==> src/hdl/wdt_pkg.sv <==
// Constants and types for the watchdog, halt and reset sequencer
package wdt_pkg;
  localparam int unsigned INSTR_DIV = 4;
  localparam int unsigned DIV_EXP_MIN = 12;
  localparam int unsigned DIV_EXP_MAX = 15;
  localparam int unsigned RC_DIV_EXP = 16;
  localparam int unsigned CNT_W = 16;
  localparam int unsigned STARTUP_CYCLES = 1024;
  localparam int unsigned OPTION_LOAD_CYCLES = 16;
  localparam int unsigned DLY_W = 11;
  localparam int unsigned STATUS_PDF_BIT = 4;
  localparam int unsigned STATUS_TO_BIT = 5;
  localparam logic [11:0] PC_RESET = 12'h000;
  localparam logic [2:0] SP_RESET = 3'h0;
  localparam logic [7:0] PORT_DIR_RESET = 8'hFF;
  typedef enum logic [1:0] {
    ST_RESET,
    ST_RUN,
    ST_HALT,
    ST_WAKE
  } seq_state_t;
  typedef enum logic [1:0] {
    WAKE_NONE,
    WAKE_NEXT,
    WAKE_IRQ,
    WAKE_WARM
  } wake_kind_t;
endpackage

==> src/hdl/wdt_tick_if.sv <==
// Tick and clear carrier between the sequencer and the watchdog counter
`timescale 1ns/10ps
`default_nettype none
interface wdt_tick_if;
  logic tick;
  logic clr;
  logic ovf;
  modport seq (output tick, output clr, input ovf);
  modport cnt (input tick, input clr, output ovf);
endinterface
`default_nettype wire

==> src/hdl/wdt_divider.sv <==
// Watchdog division counter with option-selected overflow tap
`timescale 1ns/10ps
`default_nettype none
module wdt_divider #(
  parameter int unsigned CNT_W = wdt_pkg::CNT_W
) (
  // Clock and reset
  input wire logic pclk,
  input wire logic presetn,
  // Option
  input wire logic [1:0] div_sel,
  input wire logic use_rc_div,
  // Sequencer side
  wdt_tick_if.cnt t
);
  typedef struct packed {
    logic [CNT_W-1:0] cnt;
    logic ovf;
  } div_state_t;
  div_state_t s_q, s_d;
  logic [CNT_W-1:0] last;
  always_comb begin
    s_d = s_q;
    s_d.ovf = 1'b0;
    if (use_rc_div) begin
      last = {CNT_W{1'b1}};
    end else begin
      last = CNT_W'((32'h1 << (wdt_pkg::DIV_EXP_MIN + 32'(div_sel))) - 32'h1);
    end
    if (t.clr) begin
      s_d.cnt = '0;
    end else if (t.tick) begin
      if (s_q.cnt >= last) begin
        s_d.cnt = '0;
        s_d.ovf = 1'b1;
      end else begin
        s_d.cnt = s_q.cnt + CNT_W'(1);
      end
    end
  end
  always_ff @(posedge pclk or negedge presetn) begin
    if (!presetn) begin
      s_q <= '0;
    end else begin
      s_q <= s_d;
    end
  end
  assign t.ovf = s_q.ovf;
endmodule
`default_nettype wire

==> src/hdl/watchdog_halt_reset_control.sv <==
// Watchdog, halt and reset sequencing for a small 8-bit controller
//
// Design decisions made here: the APB interface to the registers and the placing of the registers.
`timescale 1ns/10ps
`default_nettype none
module watchdog_halt_reset_control #(
  parameter int unsigned STARTUP_CYCLES = wdt_pkg::STARTUP_CYCLES,
  parameter int unsigned OPTION_LOAD_CYCLES = wdt_pkg::OPTION_LOAD_CYCLES,
  parameter int unsigned PORTA_W = 8
) (
  // Clock and power-up reset
  input wire logic pclk,
  input wire logic presetn,
  // APB slave
  input wire logic psel,
  input wire logic penable,
  input wire logic pwrite,
  input wire logic [11:0] paddr,
  input wire logic [31:0] pwdata,
  output logic [31:0] prdata,
  output logic pready,
  output logic pslverr,
  // Options
  input wire logic opt_wdt_enable,
  input wire logic opt_wdt_rc_clock,
  input wire logic [1:0] opt_wdt_div,
  input wire logic opt_wdt_rc_div16,
  input wire logic opt_kick_paired,
  input wire logic opt_rc_system_osc,
  input wire logic [PORTA_W-1:0] opt_porta_wake,
  // Pins
  input wire logic external_clear_pin_n,
  input wire logic wdt_osc_tick,
  input wire logic [PORTA_W-1:0] porta_in,
  output logic crystal_pin_b_out,
  output logic crystal_pin_b_oe,
  // Core side
  input wire logic watchdog_kick_single,
  input wire logic watchdog_kick_first,
  input wire logic watchdog_kick_second,
  input wire logic halt_exec,
  input wire logic irq_req,
  input wire logic irq_enabled,
  input wire logic stack_full,
  output logic core_hold,
  output logic sys_clk_run,
  output logic chip_reset,
  output logic warm_reset,
  output logic wake_pulse,
  output logic wake_vector,
  output logic [11:0] pc_reset_value,
  output logic [2:0] stack_pointer_reset,
  output logic [7:0] port_dir_reset,
  output logic [7:0] status_flags
);
  localparam logic [11:0] ADDR_STATUS = 12'h000;
  localparam logic [11:0] ADDR_COUNT = 12'h004;
  localparam logic [11:0] ADDR_CTRL = 12'h008;
  localparam int unsigned DLY_W = wdt_pkg::DLY_W;
  localparam logic [DLY_W-1:0] STARTUP_LOAD = DLY_W'(STARTUP_CYCLES - 1);
  localparam logic [DLY_W-1:0] RESET_LOAD = DLY_W'(STARTUP_CYCLES + OPTION_LOAD_CYCLES - 1);

  typedef struct packed {
    wdt_pkg::seq_state_t st;
    wdt_pkg::wake_kind_t wk;
    logic [DLY_W-1:0] dly;
    logic [1:0] presc;
    logic expiry_flag;
    logic powerdown_flag;
    logic first_seen;
    logic irq_pending_at_halt;
    logic [PORTA_W-1:0] porta_prev;
    logic pin_prev;
    logic warm;
    logic chip;
    logic wake;
    logic vec;
    logic sw_kick_en;
    logic [31:0] rdata;
  } seq_t;

  seq_t s_q, s_d;
  wdt_tick_if wt ();
  logic halted;
  logic kick;
  logic apb_wr;
  logic apb_rd;
  logic porta_fall;
  logic irq_wake;
  logic ovf;
  logic pin_low;

  wdt_divider #(.CNT_W(wdt_pkg::CNT_W)) u_div (
    .pclk(pclk),
    .presetn(presetn),
    .div_sel(opt_wdt_div),
    .use_rc_div(opt_wdt_rc_clock && opt_wdt_rc_div16),
    .t(wt)
  );

  assign halted = (s_q.st == wdt_pkg::ST_HALT);
  assign apb_wr = psel && penable && pwrite;
  assign apb_rd = psel && !penable && !pwrite;
  assign pin_low = !external_clear_pin_n;
  assign ovf = wt.ovf && opt_wdt_enable;
  assign porta_fall = |(s_q.porta_prev & ~porta_in & opt_porta_wake);
  assign irq_wake = irq_req && !s_q.irq_pending_at_halt;

  always_comb begin
    s_d = s_q;
    s_d.warm = 1'b0;
    s_d.chip = 1'b0;
    s_d.wake = 1'b0;
    s_d.vec = 1'b0;
    s_d.porta_prev = porta_in;
    s_d.pin_prev = pin_low;
    kick = 1'b0;
    wt.clr = 1'b0;
    wt.tick = 1'b0;
    // Prescaler runs on pclk/4 only while the system clock runs
    if (!halted) begin
      s_d.presc = s_q.presc + 2'h1;
    end
    if (opt_wdt_rc_clock) begin
      wt.tick = wdt_osc_tick && opt_wdt_enable;
    end else begin
      wt.tick = !halted && (s_q.presc == 2'(wdt_pkg::INSTR_DIV - 1)) && opt_wdt_enable;
    end
    // Software kicks, gated by the enable option
    if (opt_wdt_enable && s_q.st == wdt_pkg::ST_RUN && s_q.sw_kick_en) begin
      if (!opt_kick_paired) begin
        if (watchdog_kick_single || watchdog_kick_first) begin
          kick = 1'b1;
          s_d.powerdown_flag = 1'b0;
          s_d.expiry_flag = 1'b0;
        end
      end else begin
        if (watchdog_kick_first) begin
          s_d.first_seen = 1'b1;
        end
        if (watchdog_kick_second && (s_q.first_seen || watchdog_kick_first)) begin
          kick = 1'b1;
          s_d.first_seen = 1'b0;
          s_d.expiry_flag = 1'b0;
        end
      end
    end
    if (kick) begin
      wt.clr = 1'b1;
    end
    if (apb_wr && paddr == ADDR_CTRL) begin
      s_d.sw_kick_en = pwdata[0];
    end
    case (s_q.st)
      wdt_pkg::ST_RESET: begin
        s_d.chip = 1'b1;
        wt.clr = 1'b1;
        s_d.presc = 2'h0;
        if (s_q.dly == '0) begin
          s_d.st = wdt_pkg::ST_RUN;
          s_d.chip = 1'b0;
        end else begin
          s_d.dly = s_q.dly - DLY_W'(1);
        end
      end
      wdt_pkg::ST_RUN: begin
        if (ovf) begin
          s_d.st = wdt_pkg::ST_RESET;
          s_d.expiry_flag = 1'b1;
          s_d.dly = RESET_LOAD;
          s_d.chip = 1'b1;
        end else if (halt_exec) begin
          s_d.st = wdt_pkg::ST_HALT;
          wt.clr = 1'b1;
          s_d.presc = 2'h0;
          s_d.powerdown_flag = 1'b1;
          s_d.expiry_flag = 1'b0;
          s_d.first_seen = 1'b0;
          s_d.irq_pending_at_halt = irq_req;
        end
      end
      wdt_pkg::ST_HALT: begin
        if (ovf) begin
          s_d.expiry_flag = 1'b1;
          s_d.wk = wdt_pkg::WAKE_WARM;
          s_d.st = wdt_pkg::ST_WAKE;
          s_d.dly = STARTUP_LOAD;
        end else if (irq_wake) begin
          s_d.wk = (irq_enabled && !stack_full) ? wdt_pkg::WAKE_IRQ : wdt_pkg::WAKE_NEXT;
          s_d.st = wdt_pkg::ST_WAKE;
          s_d.dly = STARTUP_LOAD;
        end else if (porta_fall) begin
          s_d.wk = wdt_pkg::WAKE_NEXT;
          s_d.st = wdt_pkg::ST_WAKE;
          s_d.dly = STARTUP_LOAD;
        end
        if (!irq_req) begin
          s_d.irq_pending_at_halt = 1'b0;
        end
      end
      wdt_pkg::ST_WAKE: begin
        if (s_q.dly == '0) begin
          s_d.st = wdt_pkg::ST_RUN;
          s_d.wake = 1'b1;
          s_d.warm = (s_q.wk == wdt_pkg::WAKE_WARM);
          s_d.vec = (s_q.wk == wdt_pkg::WAKE_IRQ);
          s_d.wk = wdt_pkg::WAKE_NONE;
        end else begin
          s_d.dly = s_q.dly - DLY_W'(1);
        end
      end
      default: begin
        s_d.st = wdt_pkg::ST_RESET;
      end
    endcase
    // Pin reset overrides the next state, delay, prescaler and counter; flags follow the cause table
    if (pin_low) begin
      wt.clr = 1'b1;
      s_d.presc = 2'h0;
      s_d.chip = 1'b1;
      s_d.st = wdt_pkg::ST_RESET;
      s_d.dly = RESET_LOAD;
      s_d.first_seen = 1'b0;
      if (!s_q.pin_prev && halted) begin
        s_d.expiry_flag = 1'b0;
        s_d.powerdown_flag = 1'b1;
      end
    end
    s_d.rdata = 32'h0;
    if (apb_rd) begin
      case (paddr)
        ADDR_STATUS: s_d.rdata = {24'h0, status_flags};
        ADDR_COUNT: s_d.rdata = {28'h0, 2'(s_q.st), s_q.wk};
        ADDR_CTRL: s_d.rdata = {31'h0, s_q.sw_kick_en};
        default: s_d.rdata = 32'h0;
      endcase
    end else if (psel && penable) begin
      s_d.rdata = s_q.rdata;
    end
  end

  always_ff @(posedge pclk or negedge presetn) begin
    if (!presetn) begin
      s_q <= '0;
      s_q.st <= wdt_pkg::ST_RESET;
      s_q.dly <= RESET_LOAD;
      s_q.sw_kick_en <= 1'b1;
      s_q.pin_prev <= 1'b0;
    end else begin
      s_q <= s_d;
    end
  end

  always_comb begin
    status_flags = 8'h00;
    status_flags[wdt_pkg::STATUS_PDF_BIT] = s_q.powerdown_flag;
    status_flags[wdt_pkg::STATUS_TO_BIT] = s_q.expiry_flag;
  end

  assign pready = 1'b1;
  assign pslverr = psel && penable && !(paddr == ADDR_STATUS || paddr == ADDR_COUNT || paddr == ADDR_CTRL);
  assign prdata = s_q.rdata;
  assign core_hold = (s_q.st != wdt_pkg::ST_RUN);
  assign sys_clk_run = !halted;
  assign chip_reset = s_q.chip;
  assign warm_reset = s_q.warm;
  assign wake_pulse = s_q.wake;
  assign wake_vector = s_q.vec;
  assign pc_reset_value = wdt_pkg::PC_RESET;
  assign stack_pointer_reset = wdt_pkg::SP_RESET;
  assign port_dir_reset = wdt_pkg::PORT_DIR_RESET;
  assign crystal_pin_b_out = s_q.presc[1];
  assign crystal_pin_b_oe = opt_rc_system_osc && !halted;
endmodule
`default_nettype wire

==> config.mk <==
export PLATFORM = sky130hd
export DESIGN_NAME = watchdog_halt_reset_control
export DESIGN_NICKNAME = d
export VERILOG_FILES = /design/src/hdl/wdt_pkg.sv /design/src/hdl/wdt_tick_if.sv /design/src/hdl/wdt_divider.sv /design/src/hdl/watchdog_halt_reset_control.sv
export SDC_FILE = /design/constraint.sdc
export NUM_CORES = 1
export LEC_CHECK = 0
export ABC_AREA = 1
export CAP_MARGIN = 5
export CORE_ASPECT_RATIO = 1.4
export CORE_MARGIN = 1
export CORE_UTILIZATION = 55
export CTS_BUF_LIST = sky130_fd_sc_hd__clkbuf_4
export CTS_CLUSTER_DIAMETER = 40
export DETAILED_ROUTE_END_ITERATION = 10
export DONT_BUFFER_PORTS = 1
export HOLD_SLACK_MARGIN = 0.15
export PLACE_DENSITY = 0.7
export SETUP_SLACK_MARGIN = 0.1
export SLEW_MARGIN = 20
export SYNTH_ARGS = -nofsm -noshare
export SYNTH_HDL_FRONTEND = slang
export SYNTH_SLANG_ARGS = --single-unit
export TNS_END_PERCENT = 1
==> constraint.sdc <==
create_clock -name pclk -period 2.71 [get_ports pclk]
set_clock_uncertainty 0.2 [all_clocks]
set_input_delay 0.1355 -clock pclk [delete_from_list [all_inputs] [get_ports pclk]]
set_output_delay 0.1355 -clock pclk [all_outputs]
set_load 0.05 [all_outputs]
==> metrics.md <==
| Metric | Value |
|---|---|
| # Max-Cap Violations | 0 |
| Most frequent cells in the layout | nand2_1 (146), dlygate4sd3_1 (64), conb_1 (56) |
| Core Rows | 36 |
| Synth area leaders | dfrtp_1 (32%), nand2_1 (14%), buf_4 (12%) |
| CP max stage cell | dlygate4sd3_1 |
| Setup Buffers After CTS | 0 |
| Sequential cell area fraction in the yosys report | 36.08% |
| PortBufs | 0 |
| CP Buf/Inv Count | 4 |
| Via density | 4.963 |
| FILL cells | 633 |
| Pwr/cell area | 483.4 nW/um^2 |
| Max Slew Vio Count | 0 |
| DRC | 0 |
| Final wirelength | 9008 microns |
| Arrival @ worst endpoint | 2700 ps |
| Most used DFF post-synth | dfrtp_1 |
| Reg2reg end | s_q[53] |
| Via count | 3504 |
| Hold path depth | 8 |
| Clk buf depth | 2 |
| Die ar. | 7704 sq um |
| Final Net Count | 700 |
| Die width | 74.47 microns |
| Yosys warnings | 0 |
| Reg clk slew, reported paths | 90 ps |
| Net Sw Power | 0.0009151 W |
| Iteration-0 DRC Markers | 191 |
| Vias in the first global route | 3415 |
| Core footprint | 7027 sq um |
| Gpl congestion | 0.8680 |
| Max frequency | 392.0 MHz |
| Placed Cells | 624 |
| Number of synthesized flops with an enable pin | 0 |
| CTS sink cnt | 58 |
| DRT Pass-1 Iters | 4 |
| Combinational share of power | 32.0% |
| Die height | 103.5 microns |
| Total grt overflow | 0 |
| Power, Total | 0.002253 W |
| Worst-Skew Late Latency | 420 ps |
| Largest net degree at the start of global routing | 53 |
| Internal | 0.001338 W |
| Final cell count without fillers | 706 |
| Relative slew slack | 46.52% |
| Leakage power | 2.430 nW |
| HP Class | in -> reg |
| CP Launch Type | flip-flop |
| Crit path max-delay family | buffers and inverters |
| DR WL/cell | 12.76 microns |
| Setup tns final | 0 ps |
| Crit path kind | reg -> reg |
| Sw Ratio | 40.61% |
| Ant diodes | 0 |
| First-pass GRT wire length | 14500 microns |
| Initial antenna violation count | 0 |
| Register-to-register setup slack | 160 ps |
| Count of cell types in the netlist | 38 |
| R2r startpoint | s_q[65] |
| Final period util | 94.12% |
| Clk network pwr share | 22.0% |
| Maximum vdd drop | 0.3545 mV |
| P&R area growth vs syn | 15.25% |
| Io pins | 154 |
| Synth area leader | dfrtp_1 |
| Slowest cell delay on critical path | 600 ps |
| Root Driver | clkbuf_4 |
| Worst-Margin Slew | 799.6 ps |
| Outcome | completed |
| Synth top area share | 32.18% |
| Mean Syn Cell Area | 7.447 sq um |
| Synthesized instance count | 543 |
| Post-synth design cell area | 4044 sq um |
| H-tree depth | 3 |
| Final ANT Viol Nets | 0 |
| Hold Crit Start | opt_wdt_div[0] |
| Endpoint class of the critical path | flip-flop |
| Crit path max fanout | 12 |
| Hold Path End | u_div.s_q[3] |
| CTS Buf Count | 9 |
| Count of state elements after synthesis | 58 |
| Layout cell share with drive strength beyond 1 | 7.529% |
| Commonest non-fill, non-tap cell in the layout | nand2_1 |
| RSZ-0062 raised after global routing | true |
| Global Route Usage Sum | 24.95% |
| Hpwl dp | 5849 microns |
| Register-to-Register Path Depth | 10 |
| Async S/R FF share, synth | 100.0% |
| Sequence of cells on the critical path | inv_1 -> ha_1 -> clkinv_1 -> nand3_1 -> nand2_1 -> inv_1 -> nand2_4 -> dlygate4sd3_1 -> nand3_1 -> nand2_1 |
| Critical Path RT | 2860 ps |
| Hold Vio Cnt, Final | 0 |
| CTS tree | yes |
| Min cycle time layout | 2551 ps |
| Sequential share of power | 46.0% |
| Final setup violation count | 0 |
| Initial Utilization | 57.55% |
[stage by stage]
stage               util [%]  hold WS, ps  setup WS, ps  cell area [sq um]
floorplan                  -       -360.1         595.7               4247
global placement       54.88       -358.7         594.9               3856
detailed placement     54.88       -358.7         548.7               3856
CTS                    66.19        196.3         103.2               4651
global route           66.33        287.1         30.70               4661
finish                 66.33        209.4         159.2               4661
[metal layers]
metal  vias up  part of all wire, %  wire (microns)  track usage [%]
li1       1735                    -               -                -
met4         0                  3.2             285            15.24
met3        19                  4.7             427            3.876
met5         -                    0               0                0
met2       113                   52            4669            43.31
met1      1637                   40            3626            28.37
[kinds of logic after synthesis]
family | Yosys count | share of synthesized area, %
AO/OA/AOI/OAI | 45 | 6.436
XOR/XNOR | 12 | 2.599
adder cells (fa/ha/maj) | 13 | 4.022
buffers and inverters | 130 | 18.87
flip-flops | 58 | 36.08
other | 2 | 0.1857
AND/OR/NAND/NOR | 283 | 31.81
[sequential cells by signal (all words and copies together), names as in the netlist]
name / cells
s_q: 28
u_div.s_q: 16
prdata: 6
status_flags: 2
chip_reset: 1
crystal_pin_b_out: 1
u_div.t.ovf: 1
wake_pulse: 1
wake_vector: 1
warm_reset: 1
[power groups by stage]
stage | logic (W) | clock network (W) | registers, W
after global routing | 0.000804 | 0.000554 | 0.00105
after global placement | 0.000591 | 0 | 0.00105
final | 0.000722 | 0.000495 | 0.00104
after floorplan | 0.000627 | 0 | 0.00102
after CTS | 0.000714 | 0.000517 | 0.00104
after detailed placement | 0.000607 | 0 | 0.00105
[worst reg2reg max path, delay by kind of cell, from the launching register on]
family / cells / cell delay [ps]
and+or+nand+nor: 5 / 420
buffers and inverters: 4 / 960
DFF: 1 / 430
adders and majority gates: 1 / 480
[layout make-up]
class	count	area (sq um)	share of cell area [%]
inverter	57	216.5	4.644
clock inverter	6	23.77	0.5101
sequential	58	1459	31.30
multi-input combinational	409	2034	43.65
clock buffer	10	75.07	1.611
tap	95	118.9	2.550
timing repair buffer	71	733.2	15.73
[synthesized netlist by cell type (2+ instances only)]
cell and n:
nor2_2 4, nand2_4 2, dfstp_2 6, xnor2_1 4, nor3_1 9, inv_1 55, nand2_1 146, buf_4 66
nand2_2 2, conb_1 2, nand3b_1 6, nor2_1 49, nor2_4 3, nand3_2 2, o21ai_1 2, buf_6 3
dfrtp_1 52, xor2_1 8, a21oi_1 14, a21o_1 2, nand4_1 9, o31ai_1 4, a31oi_1 2, nand3_1 47
buf_2 2, o21ai_0 18, ha_1 13
[repair_timing]
| action | 4_1_cts | 5_1_grt |
|---|---|---|
| resized for setup | 0 | 3 |
| hold buffers | 66 | 0 |
| setup endpoints to repair | 0 | 8 |
| endpoints found under the hold margin | 113 | 0 |
[worst max path at each step]
| stage | from | to | slack (ps) | cells past startpoint |
|---|---|---|---|---|
| after CTS | s_q[45] | s_q[53] | 100 | 9 |
| after global placement | s_q[65] | s_q[62] | 590 | 9 |
| after floorplan | s_q[65] | s_q[46] | 600 | 7 |
| after global routing | s_q[65] | s_q[53] | 30 | 10 |
| after detailed placement | s_q[65] | s_q[60] | 550 | 8 |
| final | s_q[65] | s_q[53] | 160 | 10 |
(Power assumes the default switching activity.)
